## src/include/mfrtc_pkg.sv

```systemverilog
// Register map, field layout and encodings of the FIFO configuration bank
package mfrtc_pkg;
  // Byte addresses on the register port
  localparam logic [7:0] RECV_CONF_OFS = 8'h6c;
  localparam logic [7:0] XMIT_CONF_OFS = 8'h70;
  // Receive configuration fields
  localparam int CNT_LSB = 16;
  localparam int CNT_W = 12;
  localparam int RX_PURGE_BIT = 15;
  localparam int OFF_LSB = 8;
  localparam int OFF_W = 5;
  localparam int ALIGN_LSB = 30;
  localparam int ALIGN_W = 2;
  // Transmit configuration fields
  localparam int TXS_PURGE_BIT = 15;
  localparam int TXD_PURGE_BIT = 14;
  localparam int PERMIT_BIT = 2;
  localparam int ENABLE_BIT = 1;
  localparam int STOP_BIT = 0;
  // End alignment codes and the DWORD masks they give
  localparam logic [1:0] ALIGN_4 = 2'h0;
  localparam logic [1:0] ALIGN_16 = 2'h1;
  localparam logic [1:0] ALIGN_32 = 2'h2;
  localparam logic [2:0] MASK_4 = 3'h0;
  localparam logic [2:0] MASK_16 = 3'h3;
  localparam logic [2:0] MASK_32 = 3'h7;
  // Reset values
  localparam logic [11:0] CNT_RST = 12'h000;
  localparam logic [4:0] OFF_RST = 5'h00;
  localparam logic [1:0] ALIGN_RST = 2'h0;
endpackage

```

## src/mfrtc_xfer_counter.sv

```systemverilog
// Loadable down counter that signals once when it drains to zero
`timescale 1ns/1ps
module mfrtc_xfer_counter #(
  parameter int W = 12
) (
  input wire logic core_clk,
  input wire logic rst_n,
  input wire logic load,
  input wire logic [W-1:0] load_value,
  input wire logic dec,
  output logic [W-1:0] count,
  output logic zero_event
);
  typedef struct packed {
    logic [W-1:0] cnt;
    logic evt;
  } mfrtc_cnt_type;

  mfrtc_cnt_type q, d;

  always_comb begin
    d = q;
    d.evt = 1'b0;
    if (load) begin
      d.cnt = load_value;
    end else if (dec && q.cnt != '0) begin
      d.cnt = q.cnt - 1'b1;
      d.evt = (q.cnt == W'(1));
    end
  end

  always_ff @(posedge core_clk) begin
    if (!rst_n) begin
      q <= '0;
    end else begin
      q <= d;
    end
  end

  assign count = q.cnt;
  assign zero_event = q.evt;

  // ==========================================================
  // Checks
  property p_drain;
    @(posedge core_clk) disable iff (!rst_n)
    dec && !load && q.cnt == W'(1) |=> zero_event && count == '0;
  endproperty
  a_drain: assert property (p_drain) else $error("count did not signal at zero");
  property p_hold_zero;
    @(posedge core_clk) disable iff (!rst_n)
    q.cnt == '0 && !load |=> count == '0 && !zero_event;
  endproperty
  a_hold_zero: assert property (p_hold_zero) else $error("zero count moved");
  property p_load;
    @(posedge core_clk) disable iff (!rst_n)
    load |=> count == $past(load_value);
  endproperty
  a_load: assert property (p_load) else $error("written count not taken");
  property p_step;
    @(posedge core_clk) disable iff (!rst_n)
    dec && !load && q.cnt != '0 |=> count == $past(q.cnt) - 1'b1;
  endproperty
  a_step: assert property (p_step) else $error("count did not step down");
endmodule

```

## src/mfrtc_tx_ctrl.sv

```systemverilog
// Transmitter enable and graceful stop control
`timescale 1ns/1ps
module mfrtc_tx_ctrl (
  input wire logic core_clk,
  input wire logic rst_n,
  input wire logic wr,
  input wire logic wr_enable,
  input wire logic wr_stop,
  input wire logic permit,
  input wire logic status_full,
  input wire logic tx_idle,
  output logic enable,
  output logic stop_req,
  output logic run,
  output logic halted
);
  typedef struct packed {
    logic on;
    logic stop;
    logic run;
    logic halted;
  } mfrtc_tx_type;

  mfrtc_tx_type q, d;

  always_comb begin
    d = q;
    d.halted = 1'b0;
    if (wr) begin
      d.on = wr_enable;
      if (!q.stop && wr_stop) begin
        d.stop = 1'b1;
      end
    end
    // Stop waits for the frame in flight to finish
    if (q.stop && tx_idle) begin
      d.on = 1'b0;
      d.stop = 1'b0;
      d.halted = 1'b1;
    end
    d.run = d.on && (permit || !status_full);
  end

  always_ff @(posedge core_clk) begin
    if (!rst_n) begin
      q <= '0;
    end else begin
      q <= d;
    end
  end

  assign enable = q.on;
  assign stop_req = q.stop;
  assign run = q.run;
  assign halted = q.halted;

  // ==========================================================
  // Checks
  property p_stop_hold;
    @(posedge core_clk) disable iff (!rst_n)
    q.stop && !tx_idle |=> stop_req;
  endproperty
  a_stop_hold: assert property (p_stop_hold) else $error("stop request dropped early");
  property p_halt;
    @(posedge core_clk) disable iff (!rst_n)
    q.stop && tx_idle |=> !enable && !stop_req && halted;
  endproperty
  a_halt: assert property (p_halt) else $error("halt did not clear bits");
  property p_suspend;
    @(posedge core_clk) disable iff (!rst_n)
    status_full && !permit |=> !run;
  endproperty
  a_suspend: assert property (p_suspend) else $error("ran with full status fifo");
  property p_run;
    @(posedge core_clk) disable iff (!rst_n)
    enable && permit && !(q.stop && tx_idle) && !wr |=> run;
  endproperty
  a_run: assert property (p_run) else $error("enabled transmitter not running");
  c_halt: cover property (@(posedge core_clk) disable iff (!rst_n) halted);
endmodule

```

## src/mfrtc_top.sv

```systemverilog
// Receive and transmit FIFO configuration register bank
// How it works
// - Twelve-bit receive DWORD count sits in bits 27-16 of receive configuration.
// - Each host DWORD read from the receive data FIFO decrements the count until it reaches zero.
// - A host write reloads the count at any time, replacing the running value.
// - Writing one to bit 15 purges receive data and status FIFOs, self-clearing.
// - Bits 12-8 give a 0-31 byte offset before each received packet.
// - Upper three offset bits may change live; applied at the next DWORD read.
// - End alignment codes: 00 four, 01 sixteen, 10 thirty-two bytes; 11 reserved.
// - Filler DWORDs follow a buffer's last data up to the alignment in 31:30.
// - Writing one to transmit bit 15 purges the transmit status FIFO.
// - Writing one to transmit bit 14 purges the transmit data FIFO.
// - Bit 2 clear suspends transmission on a full status FIFO; set continues.
// - The overrun permit bit never affects the status FIFO full event.
// - Bit 1 set enables the transmitter to send the data held.
// - Enable bit clears itself once a stop was requested and transmission halted.
// - Bit 0 finishes the current frame then stops; clears when stopped.
// - Host writes to the stop bit are ignored while it reads high.
`timescale 1ns/1ps
module mfrtc_top (
  input wire logic core_clk,
  input wire logic rst_n,
  input wire logic reg_cs,
  input wire logic reg_wr,
  input wire logic reg_rd,
  input wire logic [7:0] reg_addr,
  input wire logic [31:0] reg_wdata,
  output logic [31:0] reg_rdata,
  input wire logic rx_data_read,
  input wire logic rx_packet_start,
  input wire logic rx_last_read,
  input wire logic tx_status_full,
  input wire logic tx_idle,
  output logic rx_dma_event,
  output logic rx_fifo_purge,
  output logic [2:0] rx_dword_offset,
  output logic [1:0] rx_byte_offset,
  output logic [2:0] rx_pad_count,
  output logic rx_pad_valid,
  output logic transmit_status_purge,
  output logic tx_data_purge,
  output logic tx_enable,
  output logic tx_stop_req,
  output logic tx_run,
  output logic tx_halted,
  output logic tx_status_full_event
);
  // ==========================================================
  // State
  typedef struct packed {
    logic [31:0] rdata;
    logic [1:0] align;
    logic [4:0] offset;
    logic rx_purge;
    logic txs_purge;
    logic txd_purge;
    logic permit;
    logic [2:0] dw_app;
    logic [1:0] byte_app;
    logic [2:0] pkt_cnt;
    logic [2:0] pad;
    logic pad_valid;
    logic full_prev;
    logic full_evt;
  } mfrtc_state_type;

  mfrtc_state_type q, d;

  logic wr_rx;
  logic wr_tx;
  logic [11:0] receive_transfer_count;
  logic [2:0] align_mask;
  logic [2:0] dw_done;

  assign wr_rx = reg_cs && reg_wr && reg_addr == mfrtc_pkg::RECV_CONF_OFS;
  assign wr_tx = reg_cs && reg_wr && reg_addr == mfrtc_pkg::XMIT_CONF_OFS;

  // ==========================================================
  // Receive DWORD count
  mfrtc_xfer_counter #(
    .W(mfrtc_pkg::CNT_W)
  ) u_count (
    .core_clk(core_clk),
    .rst_n(rst_n),
    .load(wr_rx),
    .load_value(reg_wdata[mfrtc_pkg::CNT_LSB +: mfrtc_pkg::CNT_W]),
    .dec(rx_data_read),
    .count(receive_transfer_count),
    .zero_event(rx_dma_event)
  );

  // ==========================================================
  // Transmitter control
  mfrtc_tx_ctrl u_tx (
    .core_clk(core_clk),
    .rst_n(rst_n),
    .wr(wr_tx),
    .wr_enable(reg_wdata[mfrtc_pkg::ENABLE_BIT]),
    .wr_stop(reg_wdata[mfrtc_pkg::STOP_BIT]),
    .permit(q.permit),
    .status_full(tx_status_full),
    .tx_idle(tx_idle),
    .enable(tx_enable),
    .stop_req(tx_stop_req),
    .run(tx_run),
    .halted(tx_halted)
  );

  // ==========================================================
  // Alignment decode
  always_comb begin
    unique case (q.align)
      mfrtc_pkg::ALIGN_4: align_mask = mfrtc_pkg::MASK_4;
      mfrtc_pkg::ALIGN_16: align_mask = mfrtc_pkg::MASK_16;
      mfrtc_pkg::ALIGN_32: align_mask = mfrtc_pkg::MASK_32;
      default: align_mask = mfrtc_pkg::MASK_4;
    endcase
  end

  // DWORDs of this buffer including the last one being read
  assign dw_done = q.pkt_cnt + 3'h1;

  // ==========================================================
  // Next state
  always_comb begin
    d = q;
    d.rx_purge = 1'b0;
    d.txs_purge = 1'b0;
    d.txd_purge = 1'b0;
    d.pad_valid = 1'b0;
    if (wr_rx) begin
      d.align = reg_wdata[mfrtc_pkg::ALIGN_LSB +: mfrtc_pkg::ALIGN_W];
      d.offset = reg_wdata[mfrtc_pkg::OFF_LSB +: mfrtc_pkg::OFF_W];
      d.rx_purge = reg_wdata[mfrtc_pkg::RX_PURGE_BIT];
    end
    if (wr_tx) begin
      d.txs_purge = reg_wdata[mfrtc_pkg::TXS_PURGE_BIT];
      d.txd_purge = reg_wdata[mfrtc_pkg::TXD_PURGE_BIT];
      d.permit = reg_wdata[mfrtc_pkg::PERMIT_BIT];
    end
    // Low offset bits follow the field; host keeps them still while running
    d.byte_app = q.offset[1:0];
    if (rx_data_read) begin
      d.dw_app = q.offset[4:2];
    end
    if (rx_packet_start) begin
      d.pkt_cnt = 3'h0;
    end else if (rx_data_read) begin
      d.pkt_cnt = dw_done;
    end
    if (rx_last_read) begin
      d.pad = (3'h0 - dw_done) & align_mask;
      d.pad_valid = 1'b1;
    end
    if (q.rx_purge) begin
      d.pkt_cnt = 3'h0;
    end
    // Full event ignores the permit bit
    d.full_prev = tx_status_full;
    d.full_evt = tx_status_full && !q.full_prev;
    d.rdata = 32'h0000_0000;
    if (reg_cs && reg_rd) begin
      if (reg_addr == mfrtc_pkg::RECV_CONF_OFS) begin
        d.rdata[mfrtc_pkg::ALIGN_LSB +: mfrtc_pkg::ALIGN_W] = q.align;
        d.rdata[mfrtc_pkg::CNT_LSB +: mfrtc_pkg::CNT_W] = receive_transfer_count;
        d.rdata[mfrtc_pkg::RX_PURGE_BIT] = q.rx_purge;
        d.rdata[mfrtc_pkg::OFF_LSB +: mfrtc_pkg::OFF_W] = q.offset;
      end else if (reg_addr == mfrtc_pkg::XMIT_CONF_OFS) begin
        d.rdata[mfrtc_pkg::TXS_PURGE_BIT] = q.txs_purge;
        d.rdata[mfrtc_pkg::TXD_PURGE_BIT] = q.txd_purge;
        d.rdata[mfrtc_pkg::PERMIT_BIT] = q.permit;
        d.rdata[mfrtc_pkg::ENABLE_BIT] = tx_enable;
        d.rdata[mfrtc_pkg::STOP_BIT] = tx_stop_req;
      end
    end
  end

  always_ff @(posedge core_clk) begin
    if (!rst_n) begin
      q <= '0;
      q.align <= mfrtc_pkg::ALIGN_RST;
      q.offset <= mfrtc_pkg::OFF_RST;
    end else begin
      q <= d;
    end
  end

  // ==========================================================
  // Outputs
  assign reg_rdata = q.rdata;
  assign rx_fifo_purge = q.rx_purge;
  assign rx_dword_offset = q.dw_app;
  assign rx_byte_offset = q.byte_app;
  assign rx_pad_count = q.pad;
  assign rx_pad_valid = q.pad_valid;
  assign transmit_status_purge = q.txs_purge;
  assign tx_data_purge = q.txd_purge;
  assign tx_status_full_event = q.full_evt;

  // ==========================================================
  // Checks
  property p_rx_purge;
    @(posedge core_clk) disable iff (!rst_n)
    wr_rx && reg_wdata[mfrtc_pkg::RX_PURGE_BIT] |=> rx_fifo_purge ##1 !rx_fifo_purge;
  endproperty
  a_rx_purge: assert property (p_rx_purge) else $error("receive purge not one pulse");

  property p_txs_purge;
    @(posedge core_clk) disable iff (!rst_n)
    wr_tx && reg_wdata[mfrtc_pkg::TXS_PURGE_BIT] |=> transmit_status_purge ##1 !transmit_status_purge;
  endproperty
  a_txs_purge: assert property (p_txs_purge) else $error("status purge missing");

  property p_txd_purge;
    @(posedge core_clk) disable iff (!rst_n)
    wr_tx && reg_wdata[mfrtc_pkg::TXD_PURGE_BIT] |=> tx_data_purge ##1 !tx_data_purge;
  endproperty
  a_txd_purge: assert property (p_txd_purge) else $error("data purge not one pulse");

  property p_dword_offset;
    @(posedge core_clk) disable iff (!rst_n)
    rx_data_read |=> rx_dword_offset == $past(q.offset[4:2]);
  endproperty
  a_dword_offset: assert property (p_dword_offset) else $error("dword offset not applied");

  property p_dword_hold;
    @(posedge core_clk) disable iff (!rst_n)
    !rx_data_read |=> $stable(rx_dword_offset);
  endproperty
  a_dword_hold: assert property (p_dword_hold) else $error("dword offset moved early");

  property p_offset_write;
    @(posedge core_clk) disable iff (!rst_n)
    wr_rx |=> ##1 rx_byte_offset == $past(reg_wdata[9:8], 2);
  endproperty
  a_offset_write: assert property (p_offset_write) else $error("byte offset wrong");

  property p_pad32;
    @(posedge core_clk) disable iff (!rst_n)
    rx_last_read && q.align == mfrtc_pkg::ALIGN_32 && q.pkt_cnt == 3'h0
      |=> rx_pad_valid && rx_pad_count == 3'h7;
  endproperty
  a_pad32: assert property (p_pad32) else $error("32-byte filler wrong");

  property p_pad4;
    @(posedge core_clk) disable iff (!rst_n)
    rx_last_read && q.align == mfrtc_pkg::ALIGN_4 |=> rx_pad_count == 3'h0;
  endproperty
  a_pad4: assert property (p_pad4) else $error("4-byte filler not zero");

  property p_full_evt;
    @(posedge core_clk) disable iff (!rst_n)
    tx_status_full && !q.full_prev |=> tx_status_full_event;
  endproperty
  a_full_evt: assert property (p_full_evt) else $error("full event lost");

  property p_count_read;
    @(posedge core_clk) disable iff (!rst_n)
    reg_cs && reg_rd && reg_addr == mfrtc_pkg::RECV_CONF_OFS
      |=> reg_rdata[27:16] == $past(receive_transfer_count);
  endproperty
  a_count_read: assert property (p_count_read) else $error("count readback wrong");

  property p_rx_quiet;
    @(posedge core_clk) disable iff (!rst_n)
    !(wr_rx && reg_wdata[mfrtc_pkg::RX_PURGE_BIT]) |=> !rx_fifo_purge;
  endproperty
  a_rx_quiet: assert property (p_rx_quiet) else $error("stray receive purge");

  property p_tx_quiet;
    @(posedge core_clk) disable iff (!rst_n)
    !wr_tx |=> !transmit_status_purge && !tx_data_purge;
  endproperty
  a_tx_quiet: assert property (p_tx_quiet) else $error("stray transmit purge");

  property p_purge_cnt;
    @(posedge core_clk) disable iff (!rst_n)
    q.rx_purge |=> q.pkt_cnt == 3'h0;
  endproperty
  a_purge_cnt: assert property (p_purge_cnt) else $error("purge kept packet count");

  property p_pkt_start;
    @(posedge core_clk) disable iff (!rst_n)
    rx_packet_start |=> q.pkt_cnt == 3'h0;
  endproperty
  a_pkt_start: assert property (p_pkt_start) else $error("packet count not cleared");

  // Data plus filler must land on the alignment boundary
  property p_pad16;
    @(posedge core_clk) disable iff (!rst_n)
    rx_last_read && q.align == mfrtc_pkg::ALIGN_16
      |=> rx_pad_valid && rx_pad_count <= 3'h3 && 2'(rx_pad_count + $past(dw_done)) == 2'h0;
  endproperty
  a_pad16: assert property (p_pad16) else $error("16-byte filler wrong");

  property p_pad32_sum;
    @(posedge core_clk) disable iff (!rst_n)
    rx_last_read && q.align == mfrtc_pkg::ALIGN_32 |=> 3'(rx_pad_count + $past(dw_done)) == 3'h0;
  endproperty
  a_pad32_sum: assert property (p_pad32_sum) else $error("32-byte filler misaligned");

  property p_pad_rsvd;
    @(posedge core_clk) disable iff (!rst_n)
    rx_last_read && q.align == 2'h3 |=> rx_pad_count == 3'h0;
  endproperty
  a_pad_rsvd: assert property (p_pad_rsvd) else $error("reserved code padded");

  property p_pad_hold;
    @(posedge core_clk) disable iff (!rst_n)
    !rx_last_read |=> !rx_pad_valid && $stable(rx_pad_count);
  endproperty
  a_pad_hold: assert property (p_pad_hold) else $error("filler count moved");

  property p_tx_read;
    @(posedge core_clk) disable iff (!rst_n)
    reg_cs && reg_rd && reg_addr == mfrtc_pkg::XMIT_CONF_OFS
      |=> reg_rdata[2:0] == {$past(q.permit), $past(tx_enable), $past(tx_stop_req)}
        && reg_rdata[31:16] == 16'h0000 && reg_rdata[13:3] == 11'h000;
  endproperty
  a_tx_read: assert property (p_tx_read) else $error("transmit readback wrong");

  property p_rx_read;
    @(posedge core_clk) disable iff (!rst_n)
    reg_cs && reg_rd && reg_addr == mfrtc_pkg::RECV_CONF_OFS
      |=> reg_rdata[12:8] == $past(q.offset) && reg_rdata[31:30] == $past(q.align)
        && reg_rdata[29:28] == 2'h0 && reg_rdata[14:13] == 2'h0 && reg_rdata[7:0] == 8'h00;
  endproperty
  a_rx_read: assert property (p_rx_read) else $error("receive readback wrong");

  property p_full_once;
    @(posedge core_clk) disable iff (!rst_n)
    !tx_status_full || q.full_prev |=> !tx_status_full_event;
  endproperty
  a_full_once: assert property (p_full_once) else $error("spurious full event");

  property p_dma_once;
    @(posedge core_clk) disable iff (!rst_n)
    rx_dma_event |=> !rx_dma_event;
  endproperty
  a_dma_once: assert property (p_dma_once) else $error("receive event repeated");

  property p_align_keep;
    @(posedge core_clk) disable iff (!rst_n)
    !wr_rx |=> $stable(q.align);
  endproperty
  a_align_keep: assert property (p_align_keep) else $error("alignment moved");

  c_dma: cover property (@(posedge core_clk) disable iff (!rst_n) rx_dma_event);
  c_pad: cover property (@(posedge core_clk) disable iff (!rst_n)
    rx_pad_valid && rx_pad_count != 3'h0);
  c_suspend: cover property (@(posedge core_clk) disable iff (!rst_n)
    tx_enable && !tx_run);
  c_rx_purge: cover property (@(posedge core_clk) disable iff (!rst_n) rx_fifo_purge);
endmodule

```

## config.mk

```make
export PLATFORM = sky130hd
export DESIGN_NAME = mfrtc_top
export DESIGN_NICKNAME = d
export VERILOG_FILES = /design/src/include/mfrtc_pkg.sv /design/src/mfrtc_xfer_counter.sv /design/src/mfrtc_tx_ctrl.sv /design/src/mfrtc_top.sv
export SDC_FILE = /design/constraint.sdc
export NUM_CORES = 1
export LEC_CHECK = 0
export ABC_AREA = 1
export BUFFER_PORTS_ARGS = -buffer_cell sky130_fd_sc_hd__buf_2
export CAP_MARGIN = 5
export CORE_ASPECT_RATIO = 1.5
export CORE_MARGIN = 4
export CORE_UTILIZATION = 50
export DETAILED_ROUTE_END_ITERATION = 7
export PLACE_DENSITY = 0.79
export SLEW_MARGIN = 20
export SYNTH_ARGS = -nofsm -noshare
export SYNTH_HDL_FRONTEND = slang
export SYNTH_SLANG_ARGS = --single-unit
export TNS_END_PERCENT = 50
```

## constraint.sdc

```tcl
create_clock -name core_clk -period 1.4 [get_ports core_clk]
set_input_delay 0.28 -clock core_clk [delete_from_list [all_inputs] [get_ports core_clk]]
set_output_delay 0.28 -clock core_clk [all_outputs]
set_load 0.02 [all_outputs]
```

== Word level (Yosys, flattened, before mapping) ==
Index checks and enable logic that the tools add are counted.
W data, S select, Z words.
Operators by class
  add/sub/neg operators: 3
  mux-type cells: 10
  equality and inequality tests: 5
  bitwise operators: 5
  reduce and logical (&&, ||, !) cells: 24
Operator list (number)
  $eq A8 B7 Y1 const B: 2
  $mux W13: 1
  $eq A12 B1 Y1 const B: 1
  $mux W12: 1
  $reduce_bool A12 Y1: 1
  $sub A12 B1 Y12 const B: 1
  $logic_and A1 B1 Y1: 9
  $reduce_and A2 Y1: 4
  $mux W2: 3
  $pmux W3 S2: 1
  $reduce_or A3 Y1: 2
  $mux W1: 4
  $not A1 Y1: 4
  $reduce_or A4 Y1: 1
  $add A3 B1 Y3 const B: 1
  $and A3 B3 Y3: 1
  $logic_not A1 Y1: 3
  $reduce_and A3 Y1: 1
  $sub A1 B3 Y3 const A: 1
  $eq A2 B1 Y1 const B: 1
  $eq A2 B2 Y1 const B: 1
  $reduce_bool A2 Y1: 1
  $reduce_or A2 Y1: 1
  $logic_or A1 B1 Y1: 1
Word-level totals
  input bits: 50
  output and inout bits: 50
  bits in registers: 74

== Depth between registers and ports, before layout ==
Gate-level depths: netlist of the first run.
  word-level depth: 6
  depth in mapped cells: 10
  depth with buffers taken out: 10

== Modules after synthesis ==
A second synthesis of the first run with hierarchy kept.
Second synthesis, totals
  cells, all modules: 439
  area, all modules: 3265.6 um2
Modules (own cells, without submodules)
  mfrtc_top: sequential area each 980.9 um2, cells each 252, area each 2057.0 um2, times used 1
  mfrtc_xfer_counter: sequential area each 260.2 um2, cells each 167, area each 1059.8 um2, times used 1
  mfrtc_tx_ctrl: sequential area each 80.1 um2, cells each 20, area each 148.9 um2, times used 1

== Worst setup path after synthesis of the first run ==
Ideal clock, no wire load.
  path type: register -> register
  from: reg u_count.q, in the netlist u_count.count[0]
  to: reg u_count.q, in the netlist u_count.count[6]
  slack: 0.089 ns
  stages on the path, launching flop included: 9
  data arrival time: 1.183 ns
  library setup time: 0.128 ns
  data required time: 1.272 ns
  cells stage by stage: dfxtp_1 -> inv_1 -> ha_1 -> nand2_2 -> nor2_2 -> xor2_1 -> nor2_1 -> nor2_1 -> nor2_1
On the way
  cells in the longest elaborated chain, start to end: 3
  elaborated cells on any way between the ends: 6
Ends and longest elaborated chain
  start: declaration: RTL line mfrtc_xfer_counter.sv:19  | mfrtc_cnt_type q, d;
  start signal: assignment: RTL line mfrtc_xfer_counter.sv:34  | q <= '0;
  start signal: assignment: RTL line mfrtc_xfer_counter.sv:36  | q <= d;
  $sub A12 B1 Y12 / $reduce_bool A12 Y1 (equally long branches): RTL line mfrtc_xfer_counter.sv:27, mfrtc_xfer_counter.sv:26
  $mux W13 / $logic_and A1 B1 Y1 (equally long branches): RTL line mfrtc_xfer_counter.sv:26  | end else if (dec && q.cnt != '0) begin
  $mux W12 / $reduce_bool A2 Y1 (equally long branches)
Several ways; a longest one is shown, not always the timed one. The select of a mux whose other input is x is not followed.
A chain may end at the register's enable or synchronous reset.

== Final worst setup path of the first run ==
  from: reg u_count.q, in the netlist u_count.count[0]
  to: reg u_count.q, in the netlist u_count.count[8]
Same word-level chain as after synthesis.

==> run_results.csv, run 1 <==
group,metric,value,unit
setup_path,crit_path_max_fanout,5,
placement,pre_cts_slack,-0.00670,ns
finish,design_area,0.00358,mm²
synthesis,synth_cell_types,32,
global_routing,first_global_vias,2380,
placement,detailed_place_hpwl,4930,µm
finish,fin_cells,548,
sta,layout_setup_ws,0.0756,ns
clock_tree,clk_transition_reported_paths,0.08,ns
detailed_routing,top_layer,"met4",
setup_path,path_common_cell,"nor2_1",
run_status,outcome,"finished, final reports clean",
synthesis,ys_seq_elements,66,
finish,drive_gt1_share,31.7,%
power_and_ir_drop,p_leak,1.82,nW
sta,clock_skew,0.0143,ns
global_routing,grt_max_degree,23,
detailed_routing,ant_nets,0,
clock_tree,cts_root_buf,"clkbuf_8",
sta,slew_violations,0,
sta,whs,0.140,ns
sta,fin_setup_tns,0,ns
finish,antennaDiodeCount,0,
setup_path,regToRegStartpoint,"u_count.count[0]$_SDFFE_PN0P_",
setup_path,cp_slowest_cell,"dfxtp_2",
power_and_ir_drop,ir_drop,1010,µV
synthesis,synth_warnings,0,
die,row_count,34,
hold_path,holdPathStages,3,
die,core,0.00587,mm²
hold_path,hp-class,"input port to flip-flop",
synthesis,yosysSeqAreaShare,43.5,%
detailed_routing,wl_per_cell,11.9,µm
die,die_area,0.00742,mm²
setup_path,path_class,"flip-flop to flip-flop",
finish,fin_nets,526,
global_routing,antenna_found_initial,0,
clock_tree,cts_buffers,9,
detailed_routing,wl,6510,µm
clock_tree,cts_setup_buffers,0,
synthesis,netlist_area,0.00304,mm²
setup_path,r2r_cells,9,
clock_tree,cts_tree,"yes",
sta,min_period_over_period,94.6,%
setup_path,path_cells,"inv_2 > ha_2 > nand2_2 > nor2_4 > nand2_4 > nand3_2 > nor2_1 > nor2_1 > nor2_1",
setup_path,reg2reg_slack,0.08,ns
setup_path,critPathRequiredTime,1.66,ns
sta,max_freq,755,MHz
placement,place_congestion,0.904,
sta,setup_viol,0,
die,initial_core_util,51.8,%
detailed_routing,first_pass_iters,4,
die,chipHeight,103,µm
detailed_routing,drc_errors,0,
placement,portBuffers,83,
hold_path,worstHoldStart,"reg_wdata[14]",
placement,dpl_cell_area,0.00333,mm²
placement,dp_cells,531,
finish,final_util,61.1,%
setup_path,critical_path.startpoint,"u_count.count[0]$_SDFFE_PN0P_",
synthesis,syn_avg_cell_area,7.52,µm²
setup_path,critPathMaxStageDelay,0.34,ns
clock_tree,htreeDepth,3,
clock_tree,ctsHoldBuffers,0,
setup_path,arrival,1.58,ns
die,io_pins,100,
detailed_routing,via_per_inst,4.68,
detailed_routing,met3_length,474,µm
setup_path,endpoint_kind,"flip-flop",
clock_tree,cts_sinks,66,
global_routing,grt_pass1_wl,10500,µm
finish,area_delta_synth_final,17.9,%
synthesis,synthCells,404,
job,maxCapViolCount,0,
detailed_routing,wl_met2,3390,µm
setup_path,cp-start-kind,"flip-flop",
hold_path,holdPathEnd,"tx_data_purge$_SDFF_PN0_",
sta,grt_setup_unrepaired,"true",
global_routing,globalRouteOverflowTotal,0,
detailed_routing,wl_met1,2460,µm
setup_path,timing.rr.end,"u_count.count[8]$_SDFFE_PN0P_",
sta,post-route-min-period,1.32,ns
detailed_routing,first_iter_violations,212,
die,fp.dieW,71.7,µm
detailed_routing,vias,2565,
power_and_ir_drop,power_density,1700,mW/mm²
power_and_ir_drop,p_total,6.10,mW
global_routing,grt_usage,18.6,%
sta,finalHoldViolCount,0,
clock_tree,clk_path_buf_depth,2,
clock_tree,clock_latency,0.36,ns
-- registers in the layout, indices dropped and copies added, names as in the netlist, 2 cells and up --
name             count
u_count.count       12
rx_dword_offset      3
reg_rdata           24
rx_pad_count         3
rx_byte_offset       2
d                    2
q                   10
-- cell usage in the layout, fill, tap and decap left out, types with 10 or more instances in the layout --
cell	netlist	final
nand3_1	23	23
a21oi_1	16	16
buf_4	40	14
nor2_1	72	69
inv_1	53	51
buf_2	6	83
dfxtp_1	66	65
nand2_1	62	62
clkbuf_8	0	10
-- worst max-delay path: cells and delay by family (launching register included) --
family / cells / cell delay (ns)
simple gates: 7 / 0.63
buf+inv: 1 / 0.07
fa+ha+maj: 1 / 0.19
flops: 1 / 0.34
-- cells in the mapped netlist, drive strengths merged --
master / instances / area, µm²
a211oi: 3 / 32.5
a21oi: 16 / 80.1
buf: 47 / 334
clkbuf: 2 / 7.51
clkinv: 1 / 3.75
conb: 1 / 3.75
dfxtp: 66 / 1320
ha: 5 / 62.6
inv: 57 / 214
nand2: 69 / 295
nand3: 26 / 160
nand3b: 3 / 22.5
nand4: 1 / 6.26
nor2: 82 / 348
nor3: 3 / 20.0
nor4: 1 / 6.26
o21ai: 16 / 80.1
o22ai: 1 / 6.26
xor2: 4 / 35.0
-- worst max path at each step --
stage                                      to  slack (ns)  depth (start not counted)
2_1_floorplan   u_count.count[6]$_SDFFE_PN0P_        0.09                          8
3_3_place_gp   u_count.count[11]$_SDFFE_PN0P_        0.02                          9
3_5_place_dp   u_count.count[11]$_SDFFE_PN0P_      -0.007                         10
4_1_cts         u_count.count[6]$_SDFFE_PN0P_        0.01                          9
5_1_grt         u_count.count[5]$_SDFFE_PN0P_       -0.04                         10
6_report        u_count.count[8]$_SDFFE_PN0P_        0.08                          9
-- layer usage --
metal  up-vias  global-route usage, %
li1       1326                      -
met1      1141                   19.3
met2        85                   32.4
met3        13                   5.42
met4         0                   12.6
met5         -                      0
-- what timing repair did --
action,CTS,global route
resized for setup,2,11
pin swaps,0,2
cloned,0,1
endpoints found under the setup margin,2,13
-- final cells by class --
type	instances	area (µm²)
Sequential cell	66	1320
Fill cell	544	2290
Multi-Input combinational cell	239	1230
Inverter	58	218
Clock buffer	10	138
Timing Repair Buffer	97	520
Clock inverter	6	63.8
Tap cell	72	90.1
-- logic make-up (layout without fill, tap and decap cells) --
logic type,after synthesis,after routing,share of synthesized area [%]
and+or+nand+nor,185,186,28.2
buffers and inverters,107,171,18.4
DFF,66,66,43.5
AOI/OAI and AO/OA,36,36,6.55
adders and majority gates,5,5,2.06
xor gates and xnor gates,4,4,1.15
other,1,8,0.123
-- report_power, final --
| part | switching, mW | total [mW] | internal [mW] |
|---|---|---|---|
| sequential | 0.168 | 2.21 | 2.04 |
| clock | 0.768 | 1.64 | 0.870 |
| combinational | 1.42 | 2.26 | 0.839 |
Power figures use the tool's default switching activity.
==> run 2: changes to the inputs <==
==> constraint.sdc (replaced) <==
create_clock -name core_clk -period 1.4 [get_ports core_clk]
set_input_delay 0.07 -clock core_clk [delete_from_list [all_inputs] [get_ports core_clk]]
set_output_delay 0.07 -clock core_clk [all_outputs]
set_load 0.02 [all_outputs]
==> run 2 against run 1 <==
Compared with the run above:
- first-iteration DRC count decreased by 23%
- sequential power about the same
- clock power up 2%
- non-clock buffer count grew 5
- final cell count is 0.91% higher
- sequential share of layout area decreased by 1.0 points
- critical path type unchanged
- highest routed layer unchanged
==> run_results.csv, run 2 (synthesis results as in run 1) <==
group,metric,value,unit
sta,max_freq,735,MHz
power_and_ir_drop,p_total,6.33,mW
detailed_routing,ant_nets,0,
job,maxCapViolCount,0,
sta,fin_setup_tns,0,ns
power_and_ir_drop,ir_drop,775,µV
finish,final_common_cell,"buf_2",
die,row_count,34,
finish,nFillCells,527,
die,die_area,0.00742,mm²
detailed_routing,wl,7030,µm
clock_tree,cts_root_buf,"clkbuf_8",
detailed_routing,met3_length,439,µm
global_routing,antenna_found_initial,0,
global_routing,grt_usage,18.9,%
detailed_routing,wl_met2,3870,µm
clock_tree,cts_tree,"yes",
sta,min_period_over_period,97.2,%
sta,setup_viol,0,
setup_path,cp-start-kind,"flip-flop",
power_and_ir_drop,seqPwrFrac,35.2,%
detailed_routing,vias,2645,
clock_tree,clk_transition_reported_paths,0.08,ns
detailed_routing,top_layer,"met4",
detailed_routing,first_iter_violations,164,
setup_path,arrival,1.59,ns
sta,clock_skew,0.00748,ns
detailed_routing,via_per_inst,4.78,
hold_path,hp-class,"input port to flip-flop",
detailed_routing,first_pass_iters,4,
detailed_routing,wl_per_cell,12.7,µm
clock_tree,clk_path_buf_depth,2,
clock_tree,cts_sinks,66,
sta,slew_violations,0,
setup_path,crit_path_max_fanout,10,
setup_path,path_class,"flip-flop to flip-flop",
setup_path,cp_slowest_cell,"dfxtp_1",
power_and_ir_drop,combPwrFrac,38.3,%
finish,final_util,62.8,%
die,io_pins,100,
die,fp.dieW,71.7,µm
sta,finalHoldViolCount,0,
power_and_ir_drop,p_leak,1.85,nW
run_status,outcome,"finished, final reports clean",
global_routing,grt_max_degree,23,
placement,pre_cts_slack,0.0247,ns
sta,post-route-min-period,1.36,ns
placement,detailed_place_hpwl,5030,µm
die,initial_core_util,51.8,%
global_routing,first_global_vias,2518,
power_and_ir_drop,sw_frac_of_total,38.6,%
setup_path,critPathMaxStageDelay,0.41,ns
detailed_routing,drc_errors,0,
power_and_ir_drop,power_density,1720,mW/mm²
setup_path,path_cells,"nor2_4 > nand2_2 > nor2_4 > nand2_4 > nand2_8 > nand2_2 > nor2_1 > nor3_2",
die,chipHeight,103,µm
sta,layout_setup_ws,0.0386,ns
sta,grt_setup_unrepaired,"true",
global_routing,grt_pass1_wl,10800,µm
power_and_ir_drop,clkPwrFrac,26.6,%
clock_tree,clock_latency,0.35,ns
finish,antennaDiodeCount,0,
setup_path,critPathRequiredTime,1.63,ns
power_and_ir_drop,p_int,3.88,mW
finish,fin_nets,531,
global_routing,globalRouteOverflowTotal,0,
finish,regArea,0.00132,mm²
finish,area_delta_synth_final,21.3,%
clock_tree,htreeDepth,3,
finish,multi_input_area,0.00126,mm²
power_and_ir_drop,switching_power,2.44,mW
die,core,0.00587,mm²
finish,final_cell_mix,"buf_2, nor2_1, dfxtp_1",
finish,drive_gt1_share,30.6,%
placement,portBuffers,83,
setup_path,endpoint_kind,"flip-flop",
finish,largest_reg_flops,24,
clock_tree,cts_buffers,9,
detailed_routing,wl_met1,2550,µm
placement,place_congestion,0.939,
run 2: cell types whose count changed in the layout (fill, tap and decap cells not counted), moves of 2 or more:
cell	previous run	this run
ha_2	2	0
ha_4	0	2
clkinv_4	0	2
clkinv_2	2	0
buf_4	14	9
dlygate4sd3_1	0	9
run 2: path summary, 6_finish.rpt:
path                                               startpoint                               to  slack, ns  depth (start not counted)
worst max register to register  u_count.count[3]$_SDFFE_PN0P_    u_count.count[0]$_SDFFE_PN0P_       0.04                          8
worst min-delay path                            reg_wdata[11]               q[21]$_SDFFE_PN0P_      0.005                          3
worst max-delay path            u_count.count[3]$_SDFFE_PN0P_    u_count.count[0]$_SDFFE_PN0P_       0.04                          8
worst min register to register                q[1]$_SDFF_PN0_  tx_status_full_event$_SDFF_PN0_       0.39                          1
run 2: timing repair:
| action | CTS | global route |
|---|---|---|
| endpoints found under the hold margin | 11 | 0 |
| resized for setup | 0 | 18 |
| setup endpoints to repair | 0 | 13 |
| setup buffers | 0 | 0 |
| hold buffers | 9 | 0 |
run 2: cell type report:
| type | count | area share [%] |
|---|---|---|
| flip-flops and latches | 66 | 35.9 |
| multi-input cells | 239 | 34.1 |
| repair buffers | 102 | 15.8 |
| inverters | 58 | 5.97 |
| clock buffers | 11 | 4.11 |
| well taps | 72 | 2.44 |
| clock inverters | 5 | 1.70 |
run 2: power by group through the flow:
stage	registers [mW]	clock network (mW)	logic, mW
2_1_floorplan	2.21	0	1.66
3_3_place_gp	2.22	0	2.04
3_5_place_dp	2.23	0	2.10
4_1_cts	2.19	1.70	2.14
5_1_grt	2.25	1.79	2.72
6_report	2.22	1.68	2.42
run 2: metrics by stage:
step | cells | hold WS, ns | cell area, µm²
6_report | 553 | 0.00520 | 3690
5_1_grt | 553 | 0.0101 | 3690
4_1_cts | 552 | 0.00460 | 3610
3_5_place_dp | 527 | 0.296 | 3300
3_3_place_gp | 527 | 0.288 | 3300
2_1_floorplan | 411 | 0.177 | 3070
run 2: layer usage:
metal  global-route usage, %  up-vias
met5                       0        -
met2                    35.8      100
met1                    19.1     1196
met3                    3.77       16
met4                    10.7        0
li1                        -     1333
run 2: worst max-delay path, delay by kind of cell, from the launching register on:
kind	cells	cell delay, ns
flip-flops	1	0.41
AND/OR/NAND/NOR	8	0.83
==> run 3: changes to the inputs <==
--- a/config.mk
+++ b/config.mk
@@ -12,7 +12,8 @@
 export CORE_MARGIN = 4
 export CORE_UTILIZATION = 50
 export DETAILED_ROUTE_END_ITERATION = 7
-export PLACE_DENSITY = 0.79
+export GPL_ROUTABILITY_DRIVEN = 1
+export PLACE_DENSITY = 0.83
 export SLEW_MARGIN = 20
 export SYNTH_ARGS = -nofsm -noshare
 export SYNTH_HDL_FRONTEND = slang
==> constraint.sdc (replaced) <==
create_clock -name core_clk -period 1.3 [get_ports core_clk]
set_input_delay 0.065 -clock core_clk [delete_from_list [all_inputs] [get_ports core_clk]]
set_output_delay 0.065 -clock core_clk [all_outputs]
set_load 0.02 [all_outputs]
==> run 3 against run 2 <==
Compared with the run above:
- the flow now finishes with violations (setup timing)
- non-clock buffer count up 17
- die area is the same
- maximum frequency down 0.48%
- register-to-register slack worse by 0.11 ns
- highest routed layer unchanged
- clock power decreased by 5%
- clock skew increased by 0.0072 ns
==> run_results.csv, run 3 (synthesis results as in run 1) <==
group,metric,value,unit
detailed_routing,via_per_inst,4.79,
global_routing,first_global_vias,2605,
detailed_routing,wl_per_cell,13.0,µm
die,chipHeight,103,µm
setup_path,arrival,1.58,ns
job,maxCapViolCount,0,
setup_path,critPathMaxStageDelay,0.37,ns
finish,final_cell_mix,"buf_2, nor2_1, nand2_1",
detailed_routing,wl,7410,µm
finish,antennaDiodeCount,0,
die,core,0.00587,mm²
power_and_ir_drop,p_total,7.14,mW
setup_path,cp_slowest_cell,"dfxtp_2",
finish,fin_nets,549,
die,die_area,0.00742,mm²
sta,min_period_over_period,105,%
power_and_ir_drop,seqPwrFrac,33.7,%
placement,portBuffers,83,
sta,clock_skew,0.0147,ns
clock_tree,htreeDepth,3,
power_and_ir_drop,p_int,4.29,mW
power_and_ir_drop,p_leak,1.93,nW
hold_path,holdPathStages,3,
sta,finalHoldViolCount,0,
die,row_count,34,
sta,setup_viol,8,
clock_tree,cts_sinks,66,
run_status,outcome,"complete, but fails checks",
clock_tree,clk_path_buf_depth,2,
power_and_ir_drop,switching_power,2.85,mW
power_and_ir_drop,sw_frac_of_total,39.9,%
power_and_ir_drop,ir_drop,915,µV
setup_path,path_cells,"inv_4 > ha_4 > nand2_2 > nor2_4 > nand2_4 > nand3_4 > nor2_1 > nor3_2",
global_routing,grt_usage,18.7,%
setup_path,path_class,"flip-flop to flip-flop",
clock_tree,cts_root_buf,"clkbuf_8",
detailed_routing,first_pass_iters,5,
sta,post-route-min-period,1.37,ns
finish,design_area,0.00384,mm²
power_and_ir_drop,combPwrFrac,44.0,%
placement,dpl_cell_area,0.00339,mm²
setup_path,endpoint_kind,"flip-flop",
placement,detailed_place_hpwl,5050,µm
detailed_routing,first_iter_violations,203,
detailed_routing,drc_errors,0,
setup_path,r2r_cells,8,
finish,drive_gt1_share,34.7,%
setup_path,crit_path_max_fanout,5,
clock_tree,cts_tree,"yes",
global_routing,antenna_found_initial,0,
setup_path,critPathBufInv,1,
finish,largest_reg_flops,24,
finish,area_delta_synth_final,26.3,%
setup_path,cp-start-kind,"flip-flop",
global_routing,globalRouteOverflowTotal,0,
sta,slew_violations,0,
global_routing,grt_pass1_wl,10800,µm
clock_tree,clk_transition_reported_paths,0.07,ns
die,initial_core_util,51.8,%
global_routing,grt_max_degree,23,
sta,grt_setup_unrepaired,"true",
die,fp.dieW,71.7,µm
run_status,violations,"setup timing",
clock_tree,cts_buffers,9,
power_and_ir_drop,power_density,1860,mW/mm²
power_and_ir_drop,clkPwrFrac,22.3,%
finish,final_common_cell,"buf_2",
detailed_routing,vias,2735,
setup_path,critPathRequiredTime,1.51,ns
die,io_pins,100,
clock_tree,clock_latency,0.34,ns
detailed_routing,ant_nets,0,
hold_path,hp-class,"input port to flip-flop",
setup_path,cp_top_family,"simple AND/OR/NAND/NOR gates",
sta,max_freq,731,MHz
setup_path,cp.depth,8,
placement,place_congestion,0.901,
sta,layout_setup_ws,-0.0679,ns
[run 3: cell count changes in the layout (fill, tap and decap cells not counted), moves of 3 or more]
cell     previous run  this run
buf_4               9        25
dfxtp_1            65        61
dfxtp_2             1         4
nand2_4             1         4
nor2_1             68        65
nor2_2              8        11
[run 3: timing repair]
action,4_1_cts,5_1_grt
resized for setup,2,28
endpoints found under the hold margin,13,0
setup buffers,0,3
hold buffers,11,0
endpoints found under the setup margin,10,14
gates cloned,0,2
pin swaps,0,14
[run 3: worst register-to-register path: cells and delay by family (launching register included)]
| kind | cells | cell delay [ns] |
|---|---|---|
| adder cells (fa/ha/maj) | 1 | 0.16 |
| buffers and inverters | 1 | 0.06 |
| flip-flops | 1 | 0.37 |
| AND/OR/NAND/NOR | 6 | 0.66 |
[run 3: metrics by stage]
| step | setup slack (ns) | cells | setup TNS [ns] | util (%) | hold slack, ns |
|---|---|---|---|---|---|
| final | -0.0679 | 571 | -0.249 | 65.4 | 0.0253 |
| after global routing | -0.144 | 571 | -1.26 | 65.4 | 0.00539 |
| after CTS | -0.0154 | 566 | -0.0745 | 63.0 | 0.0145 |
| after detailed placement | -0.0188 | 539 | -0.0802 | 57.8 | 0.283 |
| after global placement | 0.0118 | 539 | 0 | 57.8 | 0.285 |
| after floorplan | 0.00356 | 411 | 0 | - | 0.172 |
[run 3: worst paths after layout]
path | startpoint | slack [ns] | to
hold reg to reg | q[1]$_SDFF_PN0_ | 0.40 | tx_status_full_event$_SDFF_PN0_
hold / removal | reg_wdata[11] | 0.03 | q[21]$_SDFFE_PN0P_
setup / recovery | u_count.count[0]$_SDFFE_PN0P_ | -0.07 | u_count.count[0]$_SDFFE_PN0P_
setup reg to reg | u_count.count[0]$_SDFFE_PN0P_ | -0.07 | u_count.count[0]$_SDFFE_PN0P_
[run 3: area by class of cell]
| type | count | area, µm² |
|---|---|---|
| fillers | 487 | 2030 |
| flip-flops and latches | 66 | 1330 |
| multi-input cells | 240 | 1290 |
| repair buffers | 119 | 713 |
| inverters | 58 | 223 |
| clock buffers | 11 | 151 |
| well taps | 72 | 90.1 |
| clock inverters | 5 | 37.5 |
[run 3: power by group through the flow]
stage	Sequential, mW	Clock [mW]	Combinational [mW]
6_report	2.40	1.59	3.14
3_5_place_dp	2.37	0	2.52
4_1_cts	2.33	1.62	2.60
2_1_floorplan	2.38	0	1.79
5_1_grt	2.41	1.74	3.43
3_3_place_gp	2.36	0	2.48
[run 3: metal layers]
layer | share of wire [%] | routed length (µm) | GRT usage (%)
met5 | 0 | 0 | 0
met2 | 55 | 4080 | 35.4
met4 | 2.2 | 163 | 6.95
met1 | 36 | 2680 | 18.7
met3 | 6.5 | 481 | 6.48
